===== config.mk =====
export PLATFORM = sky130hd
export DESIGN_NAME = ebi_core
export DESIGN_NICKNAME = d
export VERILOG_FILES = /design/src/ebi_pkg.sv /design/src/ebi_core.sv
export SDC_FILE = /design/constraint.sdc
export NUM_CORES = 1
export LEC_CHECK = 0
export BUFFER_PORTS_ARGS = -buffer_cell sky130_fd_sc_hd__buf_2
export CAP_MARGIN = 20
export CORE_MARGIN = 8
export CORE_UTILIZATION = 53
export DETAILED_ROUTE_END_ITERATION = 8
export GPL_TIMING_DRIVEN = 0
export PLACE_DENSITY = 0.86
export SYNTH_ARGS = -nofsm -noshare
export SYNTH_HDL_FRONTEND = slang
export SYNTH_SLANG_ARGS = --single-unit

===== constraint.sdc =====
create_clock -name clk_sys -period 2.4 [get_ports clk_sys]
set_input_delay 0.12 -clock clk_sys [delete_from_list [all_inputs] [get_ports clk_sys]]
set_output_delay 0.12 -clock clk_sys [all_outputs]
set_load 0.05 [all_outputs]

===== src/ebi_pkg.sv =====
// Package for the external bus interface: bus modes, states, constants.
// Assumes one 25 MHz system clock and a synchronous active-high reset.
package ebi_pkg;
  localparam int          EBI_ADDR_W     = 20;
  localparam int          EBI_DATA_W     = 16;
  localparam int          EBI_AREAS      = 4;
  localparam int          EBI_LANE_W     = 8;
  // Strap levels
  localparam logic        EBI_WIDTH16    = 1'b0;
  localparam logic        EBI_MODE_SINGLE = 1'b0;
  // Bus cycle timing in system clocks (address phase, least strobe)
  localparam logic [3:0]  EBI_ADDR_CYC   = 4'h1;
  localparam logic [3:0]  EBI_STB_CYC    = 4'h1;
  typedef enum logic [2:0] {
    EBI_IDLE,
    EBI_ADDR,
    EBI_STROBE,
    EBI_DONE
  } ebi_state_type;
endpackage


===== src/ebi_core.sv =====
// External bus interface: address, data lanes, area selects and strobes.
// Assumes requests and pins are synchronous to clk_sys.
// Function
// Width strap low gives 16-bit bus, high 8-bit
// Board ties width strap low in single-chip
// Mode strap picks single-chip or microprocessor mode
// Separate bus: low lane always, high if 16-bit
// Twenty address outputs, bits 0 to 19
// 8-bit multiplexed: address 0-7 then data 0-7
// 16-bit multiplexed: address 1-8 then data 0-7
// Four area selects, one per external area
// Lane strobes: low even write, high odd write
// Read data sampled while read strobe low
// Lane strobes switchable to write plus lane enable
// Software selects single strobe style on 8-bit bus
// Address latch strobe drives out for capture
// Wait input low stretches the bus cycle
// Hold acknowledge low while in hold state
// Bus request unused, pulled high by system
// Active reset forces the interface into reset
// Latch strobe in address phase, address removed
// Wait sampled each clock, end after high
module ebi_core
  import ebi_pkg::*;
(
  input  wire logic                  clk_sys,
  input  wire logic                  rst,
  input  wire logic                  processor_mode_strap,
  input  wire logic                  width_select_strap,
  input  wire logic                  multiplexed_bus,
  input  wire logic                  single_strobe_style,
  input  wire logic                  hold_state,
  input  wire logic                  req_valid,
  input  wire logic                  req_write,
  input  wire logic                  req_word,
  input  wire logic [EBI_ADDR_W-1:0] req_addr,
  input  wire logic [1:0]            req_area,
  input  wire logic [EBI_DATA_W-1:0] req_wdata,
  output logic                       req_ready,
  output logic                       rsp_valid,
  output logic [EBI_DATA_W-1:0]      rsp_rdata,
  output logic                       microprocessor_mode,
  output logic                       bus_is_8bit,
  output logic [EBI_ADDR_W-1:0]      ext_addr_out,
  input  wire logic [EBI_DATA_W-1:0] ext_data_in,
  output logic [EBI_DATA_W-1:0]      ext_data_out,
  output logic [1:0]                 ext_data_oe,
  output logic [EBI_AREAS-1:0]       area_select_n,
  output logic                       read_strobe_n,
  output logic                       low_lane_write_strobe_n,
  output logic                       high_lane_write_strobe_n,
  output logic                       addr_latch_strobe,
  input  wire logic                  wait_request_n,
  output logic                       bus_grant_ack_n
);
  ebi_state_type                  state_r, state_nxt;
  logic [3:0]                     cnt_r;
  logic                           started_r;
  logic                           wr_r, word_r, mux_r, b8_r;
  logic [EBI_ADDR_W-1:0]          addr_r;
  logic [1:0]                     area_r;
  logic [EBI_DATA_W-1:0]          wdata_r;

  // Lane split and select decode assume two byte lanes, four areas
  if (EBI_DATA_W != 2 * EBI_LANE_W || EBI_AREAS != 4) begin : g_bad_cfg
    $error("ebi_core: unsupported data width or area count");
  end

  // Straps taken at the first clock after reset release
  always_ff @(posedge clk_sys) begin
    if (rst) begin
      started_r           <= 1'b0;
      microprocessor_mode <= 1'b0;
      bus_is_8bit         <= 1'b0;
    end else if (!started_r) begin
      started_r           <= 1'b1;
      microprocessor_mode <= (processor_mode_strap != EBI_MODE_SINGLE);
      bus_is_8bit         <= (width_select_strap != EBI_WIDTH16);
    end
  end

  // Decode of the current access
  wire        take      = (state_r == EBI_IDLE) && req_valid && started_r
                          && !hold_state;
  wire        cnt_done  = (cnt_r == 4'h0);
  wire        odd       = addr_r[0];
  wire        hi_lane   = !b8_r && (word_r || odd);
  wire        lo_lane   = b8_r || word_r || !odd;
  // Multiplexed address: bits 0-7 on 8-bit, bits 1-8 on 16-bit
  wire [7:0]  mux_addr  = b8_r ? addr_r[7:0] : addr_r[8:1];
  // Wait sampled every edge; strobe ends only once high
  wire        strobe_end = cnt_done && wait_request_n;
  // Odd byte on a 16-bit separate bus travels on the high lane
  wire [EBI_DATA_W-1:0] rd_sel =
    (b8_r || (!word_r && !odd)) ? {8'h00, ext_data_in[7:0]} :
    (!word_r)                   ? {8'h00, ext_data_in[15:8]} :
                                  ext_data_in;

  // Sequencer
  // DONE gives one idle cycle so ready never overlaps the answer
  always_comb begin
    state_nxt = state_r;
    unique case (state_r)
      EBI_IDLE:   if (take) state_nxt = EBI_ADDR;
      EBI_ADDR:   if (cnt_done) state_nxt = EBI_STROBE;
      EBI_STROBE: if (strobe_end) state_nxt = EBI_DONE;
      EBI_DONE:   state_nxt = EBI_IDLE;
    endcase
  end

  // State, counters and captured request
  always_ff @(posedge clk_sys) begin
    if (rst) begin
      state_r <= EBI_IDLE;
      cnt_r   <= 4'h0;
      wr_r    <= 1'b0;
      word_r  <= 1'b0;
      mux_r   <= 1'b0;
      b8_r    <= 1'b0;
      addr_r  <= '0;
      area_r  <= 2'h0;
      wdata_r <= '0;
    end else begin
      state_r <= state_nxt;
      if (take) begin
        wr_r    <= req_write;
        word_r  <= req_word && !bus_is_8bit;
        mux_r   <= multiplexed_bus;
        b8_r    <= bus_is_8bit;
        addr_r  <= req_addr;
        area_r  <= req_area;
        wdata_r <= req_wdata;
        cnt_r   <= EBI_ADDR_CYC - 4'h1;
      end else if (state_r == EBI_ADDR && cnt_done) begin
        cnt_r   <= EBI_STB_CYC - 4'h1;
      end else if (!cnt_done) begin
        cnt_r   <= cnt_r - 4'h1;
      end
    end
  end

  // Registered pin outputs; read and write strobes and selects idle high, latch strobe idles low
  always_ff @(posedge clk_sys) begin
    if (rst) begin
      ext_addr_out             <= '0;
      ext_data_out             <= '0;
      ext_data_oe              <= 2'b00;
      area_select_n            <= '1;
      read_strobe_n            <= 1'b1;
      low_lane_write_strobe_n  <= 1'b1;
      high_lane_write_strobe_n <= 1'b1;
      addr_latch_strobe        <= 1'b0;
      bus_grant_ack_n          <= 1'b1;
      req_ready                <= 1'b0;
      rsp_valid                <= 1'b0;
      rsp_rdata                <= '0;
    end else begin
      bus_grant_ack_n <= !(hold_state && state_nxt == EBI_IDLE);
      req_ready       <= (state_nxt == EBI_IDLE) && started_r && !hold_state;
      rsp_valid       <= (state_r == EBI_STROBE) && strobe_end;
      if ((state_r == EBI_STROBE) && strobe_end && !wr_r)
        rsp_rdata <= rd_sel;
      unique case (state_nxt)
        EBI_ADDR: begin
          ext_addr_out      <= addr_r_or_req();
          area_select_n     <= ~(4'h1 << area_sel_nxt());
          addr_latch_strobe <= multiplexed_bus;
          ext_data_out      <= multiplexed_bus ?
                               {8'h00, mux_next_addr()} : '0;
          ext_data_oe       <= multiplexed_bus ? 2'b01 : 2'b00;
        end
        EBI_STROBE: begin
          ext_addr_out      <= addr_r;
          addr_latch_strobe <= 1'b0;
          read_strobe_n     <= wr_r;
          if (single_strobe_style || b8_r) begin
            low_lane_write_strobe_n  <= !wr_r;
            high_lane_write_strobe_n <= !hi_lane; // Byte-high enable
          end else begin
            low_lane_write_strobe_n  <= !(wr_r && lo_lane);
            high_lane_write_strobe_n <= !(wr_r && hi_lane);
          end
          // Multiplexed bus carries data 0-7 on low lane
          ext_data_out <= (!word_r && odd && !b8_r && !mux_r) ?
                          {wdata_r[7:0], 8'h00} : wdata_r;
          ext_data_oe  <= wr_r ? {hi_lane && !mux_r, 1'b1} : 2'b00;
        end
        default: begin
          area_select_n            <= '1;
          read_strobe_n            <= 1'b1;
          low_lane_write_strobe_n  <= 1'b1;
          high_lane_write_strobe_n <= 1'b1;
          addr_latch_strobe        <= 1'b0;
          ext_data_oe              <= 2'b00;
        end
      endcase
    end
  end

  // A request taken this edge must reach the pins at once, so the
  // address phase reads the request ports directly rather than the
  // captured copy, which only lands on the same edge.
  // Address source: new request while idle, else captured one
  function automatic logic [EBI_ADDR_W-1:0] addr_r_or_req();
    return take ? req_addr : addr_r;
  endfunction
  function automatic logic [1:0] area_sel_nxt();
    return take ? req_area : area_r;
  endfunction
  function automatic logic [7:0] mux_next_addr();
    return take ? (bus_is_8bit ? req_addr[7:0] : req_addr[8:1]) : mux_addr;
  endfunction

  // Limitation: a multiplexed word leaves the upper lane undriven;
  // only one lane of eight lines carries data there.
  // Hold is honoured only between accesses, never inside a cycle
  // Bus request input has no function, so no port exists for it
  // Width strap held low in single-chip is the board's duty
endmodule


# ---- Word-level counts from Yosys, hierarchy flattened
# Index checks and enable logic that the tools add are counted.
dict set report classes {
  addsub 1
  eq_ne 5
  shifts 1
  mux 25
  bitwise_logic 2
  n_reduce_logical 41
}
# cell n
set ops {}
lappend ops {{two-way mux 16 bit} 3}
lappend ops {{one-hot mux 20 bit (2 select lines)} 1}
lappend ops {{two-way mux 8 bit} 4}
lappend ops {{one-hot mux 16 bit (2 select lines)} 1}
lappend ops {{two-way mux 20 bit} 1}
lappend ops {{logical AND 1 bit} 19}
lappend ops {{one-hot mux 3 bit (4 select lines)} 1}
lappend ops {{logical NOT 1 bit} 11}
lappend ops {{equality test 3 x 2 -> 1 bit (second input constant)} 3}
lappend ops {{two-way mux 3 bit} 3}
lappend ops {{one-hot mux 4 bit (2 select lines)} 1}
lappend ops {{equality test 3 x 1 -> 1 bit (second input constant)} 2}
lappend ops {{logical NOT 3 bit} 2}
lappend ops {{one-hot mux 1 bit (2 select lines)} 3}
lappend ops {{logical OR 1 bit} 5}
lappend ops {{logical NOT 4 bit} 1}
lappend ops {{two-way mux 1 bit} 4}
lappend ops {{two-way mux 2 bit} 2}
lappend ops {{inverter 4 bit} 1}
lappend ops {{one-hot mux 2 bit (2 select lines)} 1}
lappend ops {{<< shifter 1 x 2 -> 4 bit (first input constant)} 1}
lappend ops {{subtractor 4 x 1 -> 4 bit (second input constant)} 1}
lappend ops {{OR reduction 3 bit} 1}
lappend ops {{nonzero test 2 bit} 1}
lappend ops {{2 further kinds} 2}
dict set report word_totals {
  ff_bits 117
  in_bits 65
  output_inout_bits 67
  wordCells 99
}

# ---- Depth between registers and ports, before layout
# Gate-level depths: netlist (run 1).
dict set report logic_depth {
  word_depth 9
  depth_mapped 8
  ltp_nobuf 6
}

# ---- Worst setup path before layout (run 1)
# No wires, ideal clock.
dict set report synth_path {
  path_type {reg2reg}
  from {register cnt_r[0]}
  to {register ext_data_out[2]}
  setup_time_ps 91
  t_arrival_ps 1729
  required_time_ps 2309
  path_slack_ps 580
  stages_incl_launch_ff 8
  n_path_buf 1
  synth_period_minus_slack_ps 1820
  path_cell_list {dfxtp_1 inv_1 ha_1 or3b_4 o22ai_4 buf_4 nand3b_1 a311oi_1}
}
dict set report synth_via {
  elab_chain_len 6
  elab_cells_between_ends 9
  cone_classes {eq/ne (2); mux (4); reduce/logical (3)}
}
# item line
set synth_rtl {}
lappend synth_rtl {{start, declared} ebi_core.sv:57} ;# logic [3:0] cnt_r;
lappend synth_rtl {{start signal, assigned} ebi_core.sv:133} ;# cnt_r <= EBI_ADDR_CYC - 4'h1;
lappend synth_rtl {{start signal, assigned} ebi_core.sv:135} ;# cnt_r <= EBI_STB_CYC - 4'h1;
lappend synth_rtl {{start signal, assigned} ebi_core.sv:137} ;# cnt_r <= cnt_r - 4'h1;
lappend synth_rtl {{logical NOT 4 bit *} ebi_core.sv:85} ;# wire cnt_done = (cnt_r == 4'h0);
lappend synth_rtl {{logical AND 1 bit} ebi_core.sv:92} ;# wire strobe_end = cnt_done && wait_request_n;
lappend synth_rtl {{two-way mux 3 bit} ebi_core.sv:106} ;# EBI_STROBE: if (strobe_end) state_nxt = EBI_DONE;
lappend synth_rtl {{one-hot mux 3 bit (4 select lines) *} ebi_core.sv:103} ;# unique case (state_r)
lappend synth_rtl {{equality test 3 x 2 -> 1 bit or equality test 3 x 1 -> 1 bit (tied branches)} ebi_core.sv:163} ;# unique case (state_nxt)
lappend synth_rtl {{one-hot mux 16 bit (2 select lines) or nonzero test 2 bit (tied branches)} --}
lappend synth_rtl {{end signal, assigned} ebi_core.sv:168} ;# ext_data_out <= multiplexed_bus ?
lappend synth_rtl {{end signal, assigned} ebi_core.sv:184} ;# ext_data_out <= (!word_r && odd && !b8_r && !mux_r) ?
lappend synth_rtl {{end, declared} ebi_core.sv:46} ;# output logic [EBI_DATA_W-1:0] ext_data_out,
# Mark *: on every way between the ends. The rest lies on a longest branch, timed or not.
# A chain may end at the register's enable or synchronous reset.

# ---- Final worst setup path (run 1)
dict set report layout_path {
  from {register cnt_r[0]}
  to {register ext_data_out[7]}
}
# The elaborated chain is that of the path after synthesis.

==> results of run 1 <==
cells by family after synthesis:
logic type	Yosys count	share of synthesized area, %
multiplexers	40	8.41
AO/OA/AOI/OAI	169	20.8
flip-flops	117	46.9
adder cells (fa/ha/maj)	1	0.250
AND/OR/NAND/NOR	189	18.2
buffers and inverters	53	4.93
XOR/XNOR	3	0.526
metrics by stage:
step | cells | hold WS (ns)
finish | 904 | 0.0327
global route | 904 | 0.0517
CTS | 902 | 0.0184
detailed placement | 812 | 0.309
global placement | 812 | 0.305
floorplan | 572 | 0.182
layout by cell type (no fill, tap or decap), types with 3 or more instances in the layout:
| master | n |
|---|---|
| dfxtp_1 | 117 |
| nor2b_1 | 3 |
| nand3b_1 | 10 |
| dlygate4sd3_1 | 60 |
| a31oi_1 | 12 |
| clkbuf_16 | 16 |
| nor3b_1 | 6 |
| buf_4 | 4 |
| o311ai_0 | 3 |
| clkbuf_8 | 3 |
| nor4_1 | 3 |
| mux2i_1 | 24 |
| nor3_1 | 5 |
| clkbuf_1 | 21 |
| a21oi_1 | 75 |
| o22ai_1 | 4 |
| inv_1 | 5 |
| or3b_4 | 3 |
| o21ai_0 | 32 |
| buf_2 | 148 |
| o2111ai_1 | 8 |
| nand3_1 | 9 |
| nor2_1 | 23 |
| clkinvlp_4 | 3 |
| a311oi_1 | 8 |
| clkinv_2 | 5 |
| nand2_1 | 112 |
| mux2_2 | 16 |
| a211oi_1 | 18 |
power by group through the flow:
stage	logic, mW	registers [mW]	clock network [mW]
after global routing	1.60	2.22	2.48
after CTS	1.48	2.20	2.38
final	1.53	2.21	2.41
after floorplan	0.707	2.55	0
after global placement	1.35	2.23	0
after detailed placement	1.39	2.24	0
state kept, by name, summed over array words and instances (netlist names), 2 cells and up:
signal / count
ext_addr_out: 20
area_r: 2
wdata_r: 16
area_select_n: 4
ext_data_out: 16
rsp_rdata: 16
ext_data_oe: 2
addr_r: 20
cnt_r: 4
state_r: 3
what timing repair did:
action / in CTS / in global routing
endpoints found under the setup margin: 1 / 1
hold buffers: 60 / 0
endpoints found under the hold margin: 76 / 0
resized for setup: 1 / 2
how the worst max path moves through the flow:
stage	startpoint	end	slack [ns]	cells after the start
after floorplan	cnt_r[0]$_SDFFE_PP0P_	ext_data_out[2]$_SDFFE_PP0P_	0.58	7
final	cnt_r[0]$_SDFFE_PP0P_	ext_data_out[7]$_SDFFE_PP0P_	0.15	7
after global placement	cnt_r[0]$_SDFFE_PP0P_	area_select_n[1]$_SDFFE_PP1N_	0.19	7
after global routing	cnt_r[0]$_SDFFE_PP0P_	ext_addr_out[5]$_SDFFE_PP0P_	0.06	7
after CTS	cnt_r[0]$_SDFFE_PP0P_	ext_data_out[6]$_SDFFE_PP0P_	0.22	7
after detailed placement	cnt_r[0]$_SDFFE_PP0P_	area_select_n[1]$_SDFFE_PP1N_	0.0001	7
worst max-delay path: stages (launching register included):
cell and delay, ns:
dfxtp_1 0.31, inv_1 0.08, ha_1 0.25, or3b_4 0.46, o22ai_4 0.32, buf_4 0.24, nand3b_1 0.17, a311oi_1 0.31
layout make-up:
class                      instances  area share (%)
tap                              111            2.00
multi-input combinational        402            34.8
clock inverter                    10            1.55
buffer                            48            3.30
inverter                           5           0.270
sequential                       117            33.7
antenna                            2          0.0720
timing repair buffer             189            17.9
clock buffer                      20            6.41
routing by layer:
metal,GRT usage [%],wire length [µm],vias up
met3,8.89,2090,85
met4,18.2,896,0
met2,45.7,8700,469
li1,-,-,2460
met5,0,0,-
met1,32.0,6910,2617
==> impl_results.md, run 1 <==
* Status: completed
* Max FO, Critical Path at 10
* Synthesized cell area at 5000 µm²
* Post-route minimum period at 2.25 ns
* Design Area, Final at 6950 µm²
* Via count at 5631
* Synth warn at 0
* DIE AREA at 12800 µm²
* Drt drc at 0
* Syn Nets at 638
* Fin util at 75.6%
* Pwr Total at 6.15 mW
* Clk buf depth at 2
* Fraction of registers with async set/reset at 0%
* Initial antenna violation count at 2
* Place WS at 0.000107 ns
* Total global routing overflow at 0
* Die W at 113 µm
* Site Rows at 35
* Total Neg Setup Slack at 0 ns
* DRT antenna net count at 0
* Worst min-delay path endpoint: rsp_rdata[3]$_SDFFE_PP0P_
* Root Driver: clkbuf_8
* Worst r2r path cells at 7
* NumNets Final at ~850
* Final hold vios at 0
* Leakage Power at 2.79 nW
* Crit start category: flop
* Seq/Total Area, Yosys at 46.9%
* Final setup fails at 0
* DR WL/cell at just over 20 µm
* Top cell type's share of synthesized area at 46.9%
* Hold_sp: ext_data_in[3]
* Postcts setup bufs at 0
* Largest cells by area after synthesis: dfxtp_1 (47%), nand2_1 (8.4%), a21oi_1 (7.5%)
* RSZ-0062 raised after global routing: false
* Multi-input logic area at 2410 µm²
* Worst setup margin at between 0.15 and 0.2 ns
* Fill cell instance count of the final layout at ~570
* Overall routing resource usage at 28.4%
* Detailed Route Iter0 Violations at 777
* Vias in the first global route at about 5600
* Number of synthesized flops with an enable pin at 0
* Area Overhead vs Synth at 39.0%
* Largest net degree at the start of global routing at 17
* Switching share of power at 32.9%
* Yosys cell types at 49
* CP arrival at 2.67 ns
* Vias per cell at 6.23
* Combinational power share at 24.9%
* CTS sink count at approximately 120
* Cell count of the worst hold path at 3
* IO buf count at 129
* First-pass GRT wire length at just under 30000 µm
* Worst R2R End: ext_data_out[7]$_SDFFE_PP0P_
* Clock skew at 0.0118 ns
* Most frequent cell after synthesis: dfxtp_1
* Rel. slew slack at 40.7%
* Post-DP Area at 5780 µm²
* Post-detailed-routing wire length at 18600 µm
* Clock share of power at about 39%
* Int Power at 4.12 mW
* Hold Crit Class: input port to flop
* Fmax at about 0.44 GHz
* Routability Congestion at around 0.90
* Max-slew violations at 0
* Share of post-route cells with drive strength above 1 at 27.1%
* Initial core utilization at 54.4%
* Maximum VDD drop at ~0.52 mV
* Synthesized area per cell at 8.74 µm²
* Clock Pin Slew Worst Setup and Hold Paths at 0.06 ns
* Skew-Pair Late Insertion Delay at 0.53 ns
* HPWL Detailed at 11700 µm
* Mapped Cells at 572
* CTS tree: done
* H-Tree Level Count at 4
* Ys flop type: dfxtp_1
* Core Area at roughly 9200 µm²
* Synth area leader: dfxtp_1
* Crit share post-route at between 90 and 100%
* Least-Margin Pin Slew at approximately 0.9 ns
* PwrDens at 885 nW/µm²
* Post-synth top cells: dfxtp_1 (117), nand2_1 (112), a21oi_1 (75)
* Seq pwr share at a little over a third
* Number of max-cap violations at 0
* CTS buffer count at 17
* Critical R2R Launch: cnt_r[0]$_SDFFE_PP0P_
* Critical path class: flop to flop
* Io pins at roughly 130
* Crit. End Element: flop
* Die Span Y at 113 µm
* Register area at 2340 µm²
* NetSw at 2.02 mW
* WP data required at 2.82 ns
* Internal reg-to-reg setup slack at around 0.15 ns
* 1st-pass router iterations at 8
* Seq cells post-synth at 117
Power figures use the tool's default switching activity.
==> inputs of run 2 (changes only) <==
==> config.mk (replaced) <==
export PLATFORM = sky130hd
export DESIGN_NAME = ebi_core
export DESIGN_NICKNAME = d
export VERILOG_FILES = /design/src/ebi_pkg.sv /design/src/ebi_core.sv
export SDC_FILE = /design/constraint.sdc
export NUM_CORES = 1
export LEC_CHECK = 0
export CAP_MARGIN = 20
export CORE_ASPECT_RATIO = 0.8
export CORE_MARGIN = 8
export CORE_UTILIZATION = 63
export DETAILED_ROUTE_END_ITERATION = 8
export DONT_BUFFER_PORTS = 1
export GPL_TIMING_DRIVEN = 0
export PLACE_DENSITY = 0.85
export SYNTH_ARGS = -nofsm -noshare
export SYNTH_HDL_FRONTEND = slang
export SYNTH_SLANG_ARGS = --single-unit
==> impl_results.md, run 2 (same netlist as run 1, synthesis figures left out) <==
* Root Driver: clkbuf_8
* Share of post-route cells with drive strength above 1 at 13.0%
* Routability Congestion at 0.923
* Max-slew violations at 0
* Via count at 5264
* First-pass GRT wire length at 28900 µm
* Fmax at 0.436 GHz
* Postcts setup bufs at 0
* Hold Crit Class: input port to flop
* NumNets Final at about 700
* Crit. End Element: flop
* Total global routing overflow at 0
* Internal reg-to-reg setup slack at 0.10 ns
* Leakage Power at between 2 and 2.5 nW
* Largest registers: addr_r (20), ext_addr_out (20)
* HPWL Detailed at 10900 µm
* Total Neg Setup Slack at 0 ns
* Rel. slew slack at roughly a third
* Skew-Pair Late Insertion Delay at approximately 0.52 ns
* Vias in the first global route at 5425
* RSZ-0062 raised after global routing: false
* Crit path largest cell delay at 0.46 ns
* Final setup fails at 0
* Worst setup margin at 0.104 ns
* Die W at 116 µm
* Post-route minimum period at between 2 and 2.5 ns
* CTS tree: done
* Least-Margin Pin Slew at 0.991 ns
* Most frequent cells in the layout: dfxtp_1 (117), nand2_1 (112), a21oi_1 (75)
* Final hold vios at 0
* Number of max-cap violations at 0
* CTS buffer count at 17
* Initial antenna violation count at 3
* Worst Path Buf+Inv at 2
* Io pins at 132
* Status: completed
* Drt drc at 0
* Clock skew at 0.0124 ns
* CP arrival at approximately 2.7 ns
* Clock Pin Slew Worst Setup and Hold Paths at 0.06 ns
* Critical path class: flop to flop
* 1st-pass router iterations at 6
* WP data required at 2.81 ns
* Detailed Route Iter0 Violations at between 700 and 800
* Maximum VDD drop at 0.616 mV
* Core Area at 7800 µm²
* Largest net degree at the start of global routing at 17
* DIE AREA at 11100 µm²
* Vias per cell at 6.80
* Crit path max-delay cell type: or3b_4
* Commonest non-fill, non-tap cell in the layout: dfxtp_1
* Overall routing resource usage at around 34%
* DR WL/cell at 23.9 µm
* DRT antenna net count at 0
* Area Overhead vs Synth at 27.6%
* H-Tree Level Count at 4
* Max FO, Critical Path at 10
* Post-detailed-routing wire length at approximately 19000 µm
* Cell family with most CP delay: simple AND/OR/NAND/NOR gates
* Crit share post-route at 95.7%
* Clk buf depth at 2
* Fill cell instance count of the final layout at roughly 440
* Site Rows at 29
* Initial core utilization at 64.1%
* Place WS at 0.0968 ns
* CTS sink count at 117
* Critical-path cell list: inv_1 > ha_1 > or3b_4 > o22ai_4 > buf_4 > nand2_1 > nor4_2
* PwrDens at 973 nW/µm²
* Die Span Y at roughly 96 µm
* IO buf count at 0
* Crit start category: flop
[run 2: where the power goes]
group	internal, mW	switching [mW]
Combinational	0.434	0.653
Sequential	2.10	0.465
Clock	1.68	0.878
Total	4.21	2.00
[run 2: layout make-up]
cell class                 count  area [µm²]  share of cell area, %
sequential                   117        2340                   36.7
tap                          108         135                   2.12
clock inverter                 8         124                   1.94
clock buffer                  22         473                   7.42
antenna                        3        7.51                  0.118
multi-input combinational    402        2440                   38.2
inverter                       5        18.8                  0.294
buffer                        48         228                   3.57
timing repair buffer          61         611                   9.57
[run 2: repair_timing]
action	CTS	global route
hold buffers	61	0
gates cloned	0	0
gates resized for setup	1	4
endpoints found under the hold margin	87	0
endpoints found under the setup margin	2	6
[run 2: tightest hold or removal path: stages]
cell and delay (ns):
buf_2 0.19, nand2_1 0.14, nor2_1 0.05
[run 2: stage by stage]
stage,hold slack (ns),std cells,power [mW],util [%],area (µm²)
4_1_cts,0.00632,771,6.10,81.3,6350
3_3_place_gp,0.185,680,3.44,65.8,5130
3_5_place_dp,0.197,680,3.48,65.8,5130
2_1_floorplan,0.182,572,3.26,-,5000
6_report,0.0251,774,6.21,81.7,6380
5_1_grt,0.00745,773,6.38,81.7,6370
[run 2: worst paths after layout]
check	end	start	depth (start not counted)
setup / recovery	ext_data_oe[1]$_SDFF_PP0_	cnt_r[0]$_SDFFE_PP0P_	7
hold / removal	addr_latch_strobe$_SDFF_PP0_	multiplexed_bus	3
setup reg to reg	ext_data_oe[1]$_SDFF_PP0_	cnt_r[0]$_SDFFE_PP0P_	7
hold reg to reg	wdata_r[10]$_SDFFE_PP0N_	wdata_r[10]$_SDFFE_PP0N_	2
[run 2: layer usage]
layer / part of all wire [%] / GRT usage [%]
met5: 0 / 0
met2: 45 / 54.7
met4: 5.6 / 21.6
met1: 35 / 37.8
met3: 14 / 13.6
